===== config.mk =====
export PLATFORM = sky130hd
export DESIGN_NAME = ufc_top
export DESIGN_NICKNAME = d
export VERILOG_FILES = /design/src/logic/ufc_pkg.sv /design/src/logic/ufc_ep_if.sv /design/src/logic/ufc_ep_decode.sv /design/src/logic/ufc_top.sv
export SDC_FILE = /design/constraint.sdc
export NUM_CORES = 1
export LEC_CHECK = 0
export ABC_AREA = 1
export BUFFER_PORTS_ARGS = -buffer_cell sky130_fd_sc_hd__buf_2
export CORE_UTILIZATION = 50
export DETAILED_ROUTE_END_ITERATION = 16
export GPL_TIMING_DRIVEN = 0
export PLACE_DENSITY = 0.76
export SYNTH_ARGS = -nofsm -noshare
export SYNTH_HDL_FRONTEND = slang
export SYNTH_SLANG_ARGS = --single-unit

===== constraint.sdc =====
create_clock -name pclk -period 2.1 [get_ports pclk]
set_input_delay 0.21 -clock pclk [delete_from_list [all_inputs] [get_ports pclk]]
set_output_delay 0.21 -clock pclk [all_outputs]
set_load 0.1 [all_outputs]

===== src/logic/ufc_pkg.sv =====
/*
  Package for the frame, descriptor table and endpoint configuration block:
  register offsets, field positions and reset values.
  Assumes an APB slave with 32-bit data and word-aligned registers.
*/
package ufc_pkg;
  localparam logic [7:0] OFF_FRAME_NUMBER_LOW  = 8'h00;
  localparam logic [7:0] OFF_SOF_THRESHOLD     = 8'h04;
  localparam logic [7:0] OFF_TABLE_PAGE_LOW    = 8'h08;
  localparam logic [7:0] OFF_TABLE_PAGE_MID    = 8'h0C;
  localparam logic [7:0] OFF_TABLE_PAGE_HIGH   = 8'h10;
  localparam logic [7:0] OFF_MODULE_CONFIG     = 8'h14;
  localparam logic [7:0] OFF_MODE_CONTROL      = 8'h18;
  localparam logic [7:0] OFF_ENDPOINT_BASE     = 8'h40;
  localparam int         NUM_ENDPOINTS         = 16;
  localparam logic [7:0] RESET_VALUE           = 8'h00;
  // Module configuration bit positions
  localparam int CFG_EYE_TEST      = 7;
  localparam int CFG_OE_MONITOR    = 6;
  localparam int CFG_STOP_IN_IDLE  = 4;
  localparam int CFG_AUTO_SUSPEND  = 0;
  localparam logic [7:0] CFG_MASK  = 8'hD1;
  // Mode control register (host enable, software suspend)
  localparam int MODE_HOST_ENABLE  = 0;
  localparam int MODE_SW_SUSPEND   = 1;
  localparam logic [7:0] MODE_MASK = 8'h03;
  // Endpoint control bit positions
  localparam int EP_LOW_SPEED      = 7;
  localparam int EP_RETRY_DISABLE  = 6;
  localparam int EP_CTRL_DISABLE   = 4;
  localparam int EP_RX_ENABLE      = 3;
  localparam int EP_TX_ENABLE      = 2;
  localparam int EP_STALLED        = 1;
  localparam int EP_HANDSHAKE      = 0;
  localparam logic [7:0] EP_MASK   = 8'hDF;
  localparam logic [7:0] PAGE_LOW_MASK = 8'hFE;
  localparam logic [8:0] TABLE_ALIGN_ZERO = 9'h000;
endpackage


===== src/logic/ufc_ep_if.sv =====
/*
  Interface carrying the endpoint control bytes between the register file
  and the endpoint decode module. Assumes a single clock domain.
*/
interface ufc_ep_if;
  logic [7:0] ep_ctrl [16];
  logic       host_mode;
  logic [15:0] rx_allowed;
  logic [15:0] tx_allowed;
  logic [15:0] setup_allowed;
  logic [15:0] handshake_on;
  logic        ls_direct;
  logic        nak_retry;
  modport regs (output ep_ctrl, output host_mode, input rx_allowed, input tx_allowed,
                input setup_allowed, input handshake_on, input ls_direct, input nak_retry);
  modport dec  (input ep_ctrl, input host_mode, output rx_allowed, output tx_allowed,
                output setup_allowed, output handshake_on, output ls_direct,
                output nak_retry);
endinterface


===== src/logic/ufc_ep_decode.sv =====
/*
  Endpoint decode: turns the sixteen endpoint control bytes into permissions
  for the transaction engine. Purely combinational, same clock domain.
*/
module ufc_ep_decode (
  ufc_ep_if.dec ep
);
  import ufc_pkg::*;

  always_comb begin
    for (int i = 0; i < NUM_ENDPOINTS; i++) begin
      ep.rx_allowed[i]    = ep.ep_ctrl[i][EP_RX_ENABLE];
      ep.tx_allowed[i]    = ep.ep_ctrl[i][EP_TX_ENABLE];
      // Control bit only counts when both directions are on
      ep.setup_allowed[i] = ep.ep_ctrl[i][EP_RX_ENABLE] & ep.ep_ctrl[i][EP_TX_ENABLE]
                            & ~ep.ep_ctrl[i][EP_CTRL_DISABLE];
      ep.handshake_on[i]  = ep.ep_ctrl[i][EP_HANDSHAKE];
    end
    // Host-only fields live in endpoint 0 only
    ep.ls_direct = ep.host_mode & ep.ep_ctrl[0][EP_LOW_SPEED];
    ep.nak_retry = ep.host_mode & ~ep.ep_ctrl[0][EP_RETRY_DISABLE];
  end
endmodule


===== src/logic/ufc_top.sv =====
/*
  Frame number, start-of-frame threshold, descriptor table base, module
  configuration and endpoint control registers behind an APB slave.
  Assumes the transaction engine supplies the start-of-frame strobe and
  frame number on pclk, and the power controller supplies idle/sleep levels.
*/
// The implementer's own choices: the APB register port and the address map.
// How it works
// Store low frame bits on each SOF
// Software picks threshold by packet size
// Low page holds base bits 15:9
// Mid page holds base bits 23:16
// High page holds base bits 31:24
// Base has low nine bits zero
// Eye test runs while its bit set
// Active-low OE shown only when monitored
// Stop in idle halts module when set
// Auto suspend on sleep entry
// Otherwise only software suspend stops clock
// Endpoint 0 low-speed direct in host
// Endpoint 0 NAK retry unless disabled
// Control disable blocks SETUP when bidirectional
// Receive and transmit follow enable bits
// Stall bit readable and writable
// Handshakes sent only when enabled
// Unimplemented bits read zero
// Host fields act only in host mode
// Sixteen endpoint registers, host fields EP0
module ufc_top (
  input  wire logic         pclk,
  input  wire logic         presetn,
  input  wire logic         psel,
  input  wire logic         penable,
  input  wire logic         pwrite,
  input  wire logic [7:0]   paddr,
  input  wire logic [31:0]  pwdata,
  output logic      [31:0]  prdata,
  output logic              pready,
  output logic              pslverr,
  input  wire logic         sof_received,
  input  wire logic [10:0]  sof_frame_number,
  input  wire logic         idle_mode,
  input  wire logic         sleep_mode,
  input  wire logic         driving_lines,
  input  wire logic         stall_event,
  input  wire logic [3:0]   stall_endpoint,
  output logic      [31:0]  table_base_address,
  output logic              eye_pattern_test_active,
  output logic              output_enable_n,
  output logic              module_halted,
  output logic              module_suspended,
  output logic      [15:0]  rx_allowed,
  output logic      [15:0]  tx_allowed,
  output logic      [15:0]  setup_allowed,
  output logic      [15:0]  handshake_on,
  output logic              low_speed_direct,
  output logic              nak_retry_enabled
);
  import ufc_pkg::*;

  // ******************************************
  // Registers
  // ******************************************
  logic [7:0] frame_number_low_bits;
  logic [7:0] sof_threshold_value;
  logic [7:0] table_base_bits_low;
  logic [7:0] table_base_bits_mid;
  logic [7:0] table_base_bits_high;
  logic [7:0] module_configuration;
  logic [7:0] mode_control;
  logic [7:0] endpoint_control [NUM_ENDPOINTS];
  logic [7:0] next_frame_number_low_bits;
  logic [7:0] next_sof_threshold_value;
  logic [7:0] next_table_base_bits_low;
  logic [7:0] next_table_base_bits_mid;
  logic [7:0] next_table_base_bits_high;
  logic [7:0] next_module_configuration;
  logic [7:0] next_mode_control;
  logic [7:0] next_endpoint_control [NUM_ENDPOINTS];
  logic [31:0] next_prdata;
  logic        next_pslverr;
  logic        wr_en;
  logic        rd_en;
  logic        ep_hit;
  logic [3:0]  ep_index;
  logic        known;

  ufc_ep_if ep ();

  // ******************************************
  // Address decode
  // ******************************************
  // Single-cycle access: pready stays high, so each access ends in its
  // first access-phase cycle.
  assign pready = 1'b1;
  assign wr_en  = psel & penable & pwrite;
  assign rd_en  = psel & ~penable & ~pwrite;
  assign ep_hit = (paddr[7:6] == OFF_ENDPOINT_BASE[7:6]);
  assign ep_index = paddr[5:2];

  function automatic logic is_mapped(input logic [7:0] a);
    return (a[7:6] == OFF_ENDPOINT_BASE[7:6] && a[1:0] == 2'h0)
        || a == OFF_FRAME_NUMBER_LOW || a == OFF_SOF_THRESHOLD
        || a == OFF_TABLE_PAGE_LOW || a == OFF_TABLE_PAGE_MID
        || a == OFF_TABLE_PAGE_HIGH || a == OFF_MODULE_CONFIG
        || a == OFF_MODE_CONTROL;
  endfunction

  assign known = is_mapped(paddr);

  // ******************************************
  // Next-state logic
  // ******************************************
  always_comb begin
    next_frame_number_low_bits = frame_number_low_bits;
    next_sof_threshold_value   = sof_threshold_value;
    next_table_base_bits_low   = table_base_bits_low;
    next_table_base_bits_mid   = table_base_bits_mid;
    next_table_base_bits_high  = table_base_bits_high;
    next_module_configuration  = module_configuration;
    next_mode_control          = mode_control;
    for (int i = 0; i < NUM_ENDPOINTS; i++) begin
      next_endpoint_control[i] = endpoint_control[i];
    end
    if (sof_received) begin
      next_frame_number_low_bits = sof_frame_number[7:0];
    end
    if (wr_en && known) begin
      unique case (paddr)
        OFF_SOF_THRESHOLD:   next_sof_threshold_value = pwdata[7:0];
        OFF_TABLE_PAGE_LOW:  next_table_base_bits_low = pwdata[7:0] & PAGE_LOW_MASK;
        OFF_TABLE_PAGE_MID:  next_table_base_bits_mid = pwdata[7:0];
        OFF_TABLE_PAGE_HIGH: next_table_base_bits_high = pwdata[7:0];
        OFF_MODULE_CONFIG:   next_module_configuration = pwdata[7:0] & CFG_MASK;
        OFF_MODE_CONTROL:    next_mode_control = pwdata[7:0] & MODE_MASK;
        default: begin
          if (ep_hit) begin
            next_endpoint_control[ep_index] = pwdata[7:0] & EP_MASK;
          end
        end
      endcase
    end
    // Hardware stall event wins over a software write in the same cycle
    if (stall_event) begin
      next_endpoint_control[stall_endpoint][EP_STALLED] = 1'b1;
    end
  end

  // Read data is captured in the setup cycle so it is registered output
  always_comb begin
    next_prdata  = prdata;
    next_pslverr = 1'b0;
    if (rd_en) begin
      next_prdata = 32'h0000_0000;
      if (!known) begin
        next_pslverr = 1'b1;
      end else if (ep_hit) begin
        next_prdata[7:0] = endpoint_control[ep_index];
      end else begin
        unique case (paddr)
          OFF_FRAME_NUMBER_LOW: next_prdata[7:0] = frame_number_low_bits;
          OFF_SOF_THRESHOLD:    next_prdata[7:0] = sof_threshold_value;
          OFF_TABLE_PAGE_LOW:   next_prdata[7:0] = table_base_bits_low;
          OFF_TABLE_PAGE_MID:   next_prdata[7:0] = table_base_bits_mid;
          OFF_TABLE_PAGE_HIGH:  next_prdata[7:0] = table_base_bits_high;
          OFF_MODULE_CONFIG:    next_prdata[7:0] = module_configuration;
          default:              next_prdata[7:0] = mode_control;
        endcase
      end
    end else if (psel && !penable && pwrite) begin
      next_pslverr = ~known;
    end else if (psel && penable) begin
      next_pslverr = pslverr;
    end
  end

  always_ff @(posedge pclk or negedge presetn) begin
    if (!presetn) begin
      frame_number_low_bits <= RESET_VALUE;
      sof_threshold_value   <= RESET_VALUE;
      table_base_bits_low   <= RESET_VALUE;
      table_base_bits_mid   <= RESET_VALUE;
      table_base_bits_high  <= RESET_VALUE;
      module_configuration  <= RESET_VALUE;
      mode_control          <= RESET_VALUE;
      for (int i = 0; i < NUM_ENDPOINTS; i++) begin
        endpoint_control[i] <= RESET_VALUE;
      end
      prdata  <= 32'h0000_0000;
      pslverr <= 1'b0;
    end else begin
      frame_number_low_bits <= next_frame_number_low_bits;
      sof_threshold_value   <= next_sof_threshold_value;
      table_base_bits_low   <= next_table_base_bits_low;
      table_base_bits_mid   <= next_table_base_bits_mid;
      table_base_bits_high  <= next_table_base_bits_high;
      module_configuration  <= next_module_configuration;
      mode_control          <= next_mode_control;
      for (int i = 0; i < NUM_ENDPOINTS; i++) begin
        endpoint_control[i] <= next_endpoint_control[i];
      end
      prdata  <= next_prdata;
      pslverr <= next_pslverr;
    end
  end

  // ******************************************
  // Configuration outputs
  // ******************************************
  logic [31:0] next_table_base;
  logic        next_eye;
  logic        next_oe_n;
  logic        next_halted;
  logic        next_suspended;

  always_comb begin
    next_table_base = {table_base_bits_high, table_base_bits_mid,
                       table_base_bits_low[7:1], TABLE_ALIGN_ZERO};
    next_eye        = module_configuration[CFG_EYE_TEST];
    // Indication is active low and only shown while monitoring is on
    next_oe_n       = ~(module_configuration[CFG_OE_MONITOR] & driving_lines);
    next_halted     = idle_mode & module_configuration[CFG_STOP_IN_IDLE];
    next_suspended  = mode_control[MODE_SW_SUSPEND]
                    | (sleep_mode & module_configuration[CFG_AUTO_SUSPEND]);
  end

  always_ff @(posedge pclk or negedge presetn) begin
    if (!presetn) begin
      table_base_address      <= 32'h0000_0000;
      eye_pattern_test_active <= 1'b0;
      output_enable_n         <= 1'b1;
      module_halted           <= 1'b0;
      module_suspended        <= 1'b0;
    end else begin
      table_base_address      <= next_table_base;
      eye_pattern_test_active <= next_eye;
      output_enable_n         <= next_oe_n;
      module_halted           <= next_halted;
      module_suspended        <= next_suspended;
    end
  end

  // ******************************************
  // Endpoint decode
  // ******************************************
  always_comb begin
    for (int i = 0; i < NUM_ENDPOINTS; i++) begin
      ep.ep_ctrl[i] = endpoint_control[i];
    end
    ep.host_mode = mode_control[MODE_HOST_ENABLE];
  end

  ufc_ep_decode u_decode (
    .ep (ep.dec)
  );

  assign rx_allowed        = ep.rx_allowed;
  assign tx_allowed        = ep.tx_allowed;
  assign setup_allowed     = ep.setup_allowed;
  assign handshake_on      = ep.handshake_on;
  assign low_speed_direct  = ep.ls_direct;
  assign nak_retry_enabled = ep.nak_retry;
endmodule


==> results of run 1 <==
stage by stage:
stage	cell area, um^2	power [mW]	utilization, %
after floorplan	11100	5.00	-
after global placement	12100	5.32	57.1
after detailed placement	12200	5.34	57.3
after CTS	13000	9.21	61.4
after global routing	13000	9.46	61.4
final	13000	9.15	61.4
metal layers:
layer  vias up  GRT usage (%)  part of all wire, %
met5         -              0                    0
met4         0           12.8                  4.6
met3        87           5.58                  8.0
met2       443           46.6                   45
met1      4506           39.7                   42
li1       4712              -                    -
synth_stat cells, types with 2 or more instances:
cell type  instances  share of area [%]
a21oi_1           21               0.96
a22oi_1            2               0.14
buf_1              2              0.069
buf_2             16               0.73
buf_4             85                5.8
buf_6             10                1.0
clkbuf_1          22               0.76
conb_1             2              0.069
dfrtp_1          208                 48
inv_1            219                7.5
inv_2              2              0.069
mux2_2             4               0.41
nand2_1          407                 14
nand2_2            4               0.23
nand2_4            2               0.21
nand3_1           51                2.3
nand3_4            9                1.4
nand3b_1           2               0.14
nand4_1           17               0.97
nor2_1           146                5.0
nor2_2            10               0.57
nor2_4             3               0.31
nor3_1            22                1.0
o21ai_0          117                5.4
o21ai_1           38                1.7
o21bai_1           2               0.14
o22ai_1            2               0.11
what timing repair did:
item / in CTS / in global routing
endpoints found under the hold margin: 114 / 0
hold buffers: 16 / 0
resized for setup: 0 / 0
setup endpoints to repair: 0 / 0
final timing paths:
kind / slack (ps) / depth (start not counted) / endpoint
min: 20 / 3 / pslverr$_DFFE_PN0P_
min reg2reg: 380 / 0 / table_base_address[31]$_DFF_PN0_
max: 190 / 12 / prdata[3]$_DFFE_PN0P_
max reg2reg: 530 / 10 / prdata[3]$_DFFE_PN0P_
min in group asynchronous: 320 / 2 / table_base_address[18]$_DFF_PN0_
max in group asynchronous: 800 / 3 / async pin
worst reg2reg max path, delay by kind of cell, from the launching register on:
family                 cells  cell delay (ps)
buffers and inverters      1               70
DFF                        1              350
and+or+nand+nor            7              620
AOI/OAI and AO/OA          2              470
cell type report:
| cell class | count | area (um^2) |
|---|---|---|
| tap | 275 | 344 |
| buffer | 136 | 941 |
| clock buffer | 32 | 649 |
| sequential | 209 | 5230 |
| inverter | 224 | 845 |
| clock inverter | 5 | 52.6 |
| antenna | 1 | 2.50 |
| multi-input combinational | 899 | 4090 |
| fill | 1914 | 8190 |
| timing repair buffer | 153 | 878 |
cell families after synthesis:
logic type / Yosys count
AND/OR/NAND/NOR: 676
buffers and inverters: 360
multiplexers: 4
other: 2
flip-flops: 209
AO/OA/AOI/OAI: 185
power groups by stage:
stage                     clock, mW  sequential [mW]  combinational, mW
final                          3.85             4.17               1.13
after global routing           4.06             4.18               1.21
after CTS                      3.92             4.17               1.12
after detailed placement          0             4.24               1.09
after global placement            0             4.24               1.08
after floorplan                   0             4.28              0.719
==> summary.txt, run 1 <==
Run status
  – Status: finished clean

Final layout
  – Most common cell after layout, fill and taps aside: nand2_1
  – Ratio of cells with drive above 1 in the final layout: 20.1%
  – Area growth, synth to finish: 19.3%
  – Most frequent cells in the layout: 407 x nand2_1, 219 x inv_1, 208 x dfrtp_1
  – Nets: 1711
  – Fin cells: 1934

Power
  – VDD IR max: 0.517 mV
  – Sw Share: 27.6%
  – PD cells: 702 nW/um^2
  – Psw: 2.52 mW
  – Clock share of power: 42.0%
  – Reg power frac: 45.6%
  – Static Leak: 6.98 nW
  – Cell Int Power: 6.63 mW
  – Comb power frac: 12.4%

STA
  – Slew headroom: 43.9%
  – Final hold violations: 0
  – Worst Max-Slew Pin Slew: 842 ps
  – Unrepaired setup endpoints after global routing: false
  – Post-route clock period utilization: 90.9%
  – Setup WS post-layout: 191 ps
  – F_max: 524 MHz
  – Fin Setup TNS: 0 ps
  – Final Hold Slack: 20.5 ps
  – Slew Limit Fails: 0
  – Tmin final: 1910 ps
  – Clock Skews: 20.3 ps
  – Final setup violation count: 0

Worst setup path
  – CP arrival: 2350 ps
  – Crit path launch: paddr[2]
  – CP max stage cell: buf_1
  – Worst Setup End Kind: register
  – CP peak stage delay: 600 ps
  – CP Cell Sequence: buf_2 -> inv_2 -> nand2_2 -> buf_1 -> nor2_1 -> nor2_1 -> nand2_1 -> nand2_1 -> nand2_1 -> o21ai_0 -> nand3_1 -> nand2_1
  – Worst-path fanout max: 10
  – WS Path Type: primary input to register
  – Top Family by Delay on Critical Path: simple AND/OR/NAND/NOR gates
  – CP required: 2540 ps
  – Crit start category: primary input
  – Most used cell, CP: nand2_1
  – Buffers and inverters on the worst path: 3

Die
  – Initial Util: 51.4%
  – Total I/O pin count: 201
  – Row count: 53
  – Die Width: 150 um
  – Die footprint: 22400 um^2
  – Core Area: 21200 um^2
  – Die Y: 150 um

Clocking
  – Post-CTS setup buffer count: 0
  – Longest Clk Path Bufs: 3
  – H-tree levels: 1
  – Reg clk slew, reported paths: 60 ps
  – Clock root cell: clkbuf_16
  – Sink Count: 209
  – Number of CTS-inserted buffers: 23
  – CTS tree: yes
  – Worst-Skew Late Latency: 510 ps

Synth
  – Mapped Area: 10900 um^2
  – Most used DFF post-synth: dfrtp_1
  – Post-synth EDFFs: 0
  – Flops & latches, synth: 209
  – Main combinational cell family by area after synthesis: simple AND/OR/NAND/NOR gates
  – Post-synthesis compound-gate area fraction: 8.68%
  – Adder-cell share of the synthesized area: 0%
  – Syn Area/Cell: 7.60 um^2
  – Post-synthesis xor/xnor area fraction: 0%
  – Mapped Cells: 1436
  – Yosys cell types: 38
  – Synth Area in Simple Gates: 26.6%
  – Async SR Flop Fraction: 100%
  – Post-synthesis mux area share: 0.413%
  – Sequential share of the synthesized area: 47.9%
  – Yosys Warn Count: 0

Drt
  – Via Count: 9748
  – ANT nets after route: 0
  – WL final: 32.3 mm
  – DRC viols: 0
  – DRT Pass-1 Iters: 6
  – Avg WL per Cell: 16.7 um
  – Initial DRC count: 881
  – Post-DR vias/cell: 5.04

Worst hold path
  – Min-delay worst type: primary input to register
  – Hold path start: psel

Placed design
  – Place WS: -279 ps
  – Port Buf Inserts: 136
  – Post-DP HPWL: 23.7 mm
  – Routability cong.: 0.995
  – Placed insts: 1880

GRT
  – Gr usage total: 29.5%
  – Pin count of the biggest net entering global routing: 107
  – Total gr overflow: 0
  – First-pass GRT wire length: 49.9 mm
  – Antenna violations before repair: 1
  – Number of global-route vias before repair: 9131

Flow run
  – Max Cap Viol: 0
No activity file was read; power rests on OpenSTA's default activity.
==> run 2, diff against run 1 <==
--- a/config.mk
+++ b/config.mk
@@ -6,11 +6,12 @@
 export NUM_CORES = 1
 export LEC_CHECK = 0
 export ABC_AREA = 1
-export BUFFER_PORTS_ARGS = -buffer_cell sky130_fd_sc_hd__buf_2
-export CORE_UTILIZATION = 50
+export CORE_UTILIZATION = 40
 export DETAILED_ROUTE_END_ITERATION = 16
+export DONT_BUFFER_PORTS = 1
 export GPL_TIMING_DRIVEN = 0
-export PLACE_DENSITY = 0.76
+export PLACE_DENSITY = 0.57
 export SYNTH_ARGS = -nofsm -noshare
 export SYNTH_HDL_FRONTEND = slang
+export SYNTH_HIERARCHICAL = 1
 export SYNTH_SLANG_ARGS = --single-unit
==> run 2 against run 1 <==
The run now ends with negative hold slack left. Total power rose by 8.1%. Fmax shrank 6.6%. Sequential share of layout area increased by 1.1 points. Highest routed layer unchanged. Cell count decreased by 7.4%. Clock power increased by 19%. Critical path type is now register to output pin. Design area shrank 2.8%. Global-route usage is 6.6 points lower. Die area up 25%. Sequential power grew 1%.
==> summary.txt, run 2 <==
Drt
  – Initial DRC count: 669
  – Avg WL per Cell: 17.7 um
  – Post-DR vias/cell: 4.86
  – Via Count: 8691
  – DRT Pass-1 Iters: 5
  – DRC viols: 0
  – ANT nets after route: 0
  – WL final: 31.7 mm

Worst setup path
  – Reg2reg setup slack: 280 ps
  – R2R Path Start: pslverr$_DFFE_PN0P_
  – Worst Setup End Kind: output pin
  – CP Depth: 2
  – CP endpoint: setup_allowed[6]
  – CP required: 1890 ps
  – Buffers and inverters on the worst path: 0
  – CP Cell Sequence: nand2_1 -> nor2_2
  – CP max stage cell: nor2_2
  – CP arrival: 1830 ps
  – Top Family by Delay on Critical Path: simple AND/OR/NAND/NOR gates
  – Critical R2R Capture: pslverr$_DFFE_PN0P_
  – Crit start category: register
  – WS Path Type: register to output pin
  – CP peak stage delay: 820 ps
  – Reg2reg path depth: 3
  – Worst-path fanout max: 4

Final layout
  – Most frequent cells in the layout: 460 x nand2_1, 208 x dfrtp_1, 155 x nor2_1
  – Fin util: 47.0%
  – Nets: 1496
  – Most common cell after layout, fill and taps aside: nand2_1
  – Ant. Diodes: 0
  – Fillers: 2706
  – Ratio of cells with drive above 1 in the final layout: 17.9%
  – Area growth, synth to finish: 15.6%

Die
  – Initial Util: 40.7%
  – Die Width: 168 um
  – Row count: 60
  – Die footprint: 28100 um^2
  – Total I/O pin count: 201
  – Core Area: 27000 um^2
  – Die Y: 168 um

STA
  – Slew headroom: 26.1%
  – F_max: 489 MHz
  – Tmin final: 2040 ps
  – Worst Max-Slew Pin Slew: 1110 ps
  – Clock Skews: 12.8 ps
  – Unrepaired setup endpoints after global routing: false
  – Slew Limit Fails: 0
  – Final setup violation count: 0
  – Final hold violations: 209
  – Setup WS post-layout: 56.8 ps
  – Post-route clock period utilization: 97.3%
  – Final Hold Slack: -602 ps
  – Fin Setup TNS: 0 ps

Synth
  – Sequential share of the synthesized area: 47.7%
  – Yosys Warn Count: 6
  – Mapped Cells: 1346
  – Most frequent cells after synthesis: 460 x nand2_1, 208 x dfrtp_1, 155 x nor2_1
  – Yosys cell types: 35
  – Most used DFF post-synth: dfrtp_1
  – Area share of the largest cell type after synthesis: 47.5%
  – Mapped Area: 11000 um^2
  – Synth area leaders: dfrtp_1 47%, nand2_1 16%, buf_4 6.0%
  – Post-synth EDFFs: 0
  – Cell taking the most area after synthesis: dfrtp_1
  – Async SR Flop Fraction: 100%
  – Flops & latches, synth: 209
  – Most frequent cell after synthesis: nand2_1
  – Syn Area/Cell: 8.14 um^2

Clocking
  – Longest Clk Path Bufs: 3
  – Post-CTS setup buffer count: 0
  – Clock root cell: clkbuf_16
  – CTS tree: yes
  – Worst-Skew Late Latency: 520 ps
  – Sink Count: 209
  – Number of CTS-inserted buffers: 24
  – Hold-fix buffers, CTS: 27
  – Reg clk slew, reported paths: 60 ps
  – H-tree levels: 1

Flow run
  – Max Cap Viol: 0

Power
  – VDD IR max: 0.555 mV
  – PD cells: 781 nW/um^2
  – Overall Power: 9.89 mW
  – Static Leak: 6.46 nW

GRT
  – Total gr overflow: 0
  – Gr usage total: 22.9%
  – First-pass GRT wire length: 49.0 mm
  – Pin count of the biggest net entering global routing: 210
  – Number of global-route vias before repair: 8294
  – Antenna violations before repair: 0

Run status
  – Failing checks: negative hold slack
  – Status: finished with violations

Placed design
  – Port Buf Inserts: 0
  – Routability cong.: 0.879
  – Place WS: -107 ps
  – Post-DP HPWL: 22.9 mm

Worst hold path
  – Min-delay worst type: primary input to async pin
## run 2: layout make-up
cell class	count	area [um^2]	area share, %
inverters	109	414	3.27
clock inverters	11	158	1.24
plain buffers	143	1040	8.19
well taps	341	427	3.37
flip-flops and latches	209	5230	41.3
clock buffers	33	716	5.65
multi-input cells	917	4420	34.9
repair buffers	27	270	2.13
## run 2: worst min path at each step
stage	end	slack, ps	cells after the start
finish	table_base_bits_mid[0]$_DFFE_PN0P_	-600	0
global route	table_base_bits_low[6]$_DFFE_PN0P_	-620	0
CTS	async pin	-620	0
detailed placement	table_base_address[18]$_DFF_PN0_	-70	0
global placement	module_halted$_DFF_PN0_	-80	0
floorplan	async pin	-90	0
## run 2: worst reg2reg max path: stages (launching register included)
cell and delay (ps):
dfrtp_1 930, nand3_1 150, dlygate4sd3_1 590, o21ai_0 70
## run 2: layer usage
layer	track usage [%]	wire length (um)	part of all wire [%]	vias up
li1	-	-	-	4250
met1	32.2	14600	46	4122
met2	35.9	14200	45	262
met3	3.78	1860	5.8	57
met4	7.62	1080	3.4	0
met5	0	0	0	-
## run 2: cells by family (layout without fill, tap and decap cells)
family          count (synthesis)  in the layout  synth area share, %
flops                         209            209                 47.7
buf+inv                       252            323                 13.2
simple gates                  704            704                 28.2
compound gates                173            173                 10.2
mux                             6              6                0.616
other cells                     2             34               0.0685
## run 2: repair_timing
action	4_1_cts	5_1_grt
hold endpoints to repair	246	209
gates resized for setup	0	3
endpoints found under the setup margin	0	3
## run 2: power by group
group          internal, mW  switching, mW  total [mW]
clock                  2.87           1.71        4.58
combinational         0.297          0.802        1.10
sequential             4.12          0.103        4.22
total                  7.28           2.62        9.89
## run 2: through the flow
step / cell area, um^2 / instances
after floorplan: 11100 / 1378
after global placement: 11500 / 1719
after detailed placement: 11500 / 1719
after CTS: 12700 / 1790
after global routing: 12700 / 1790
final: 12700 / 1790
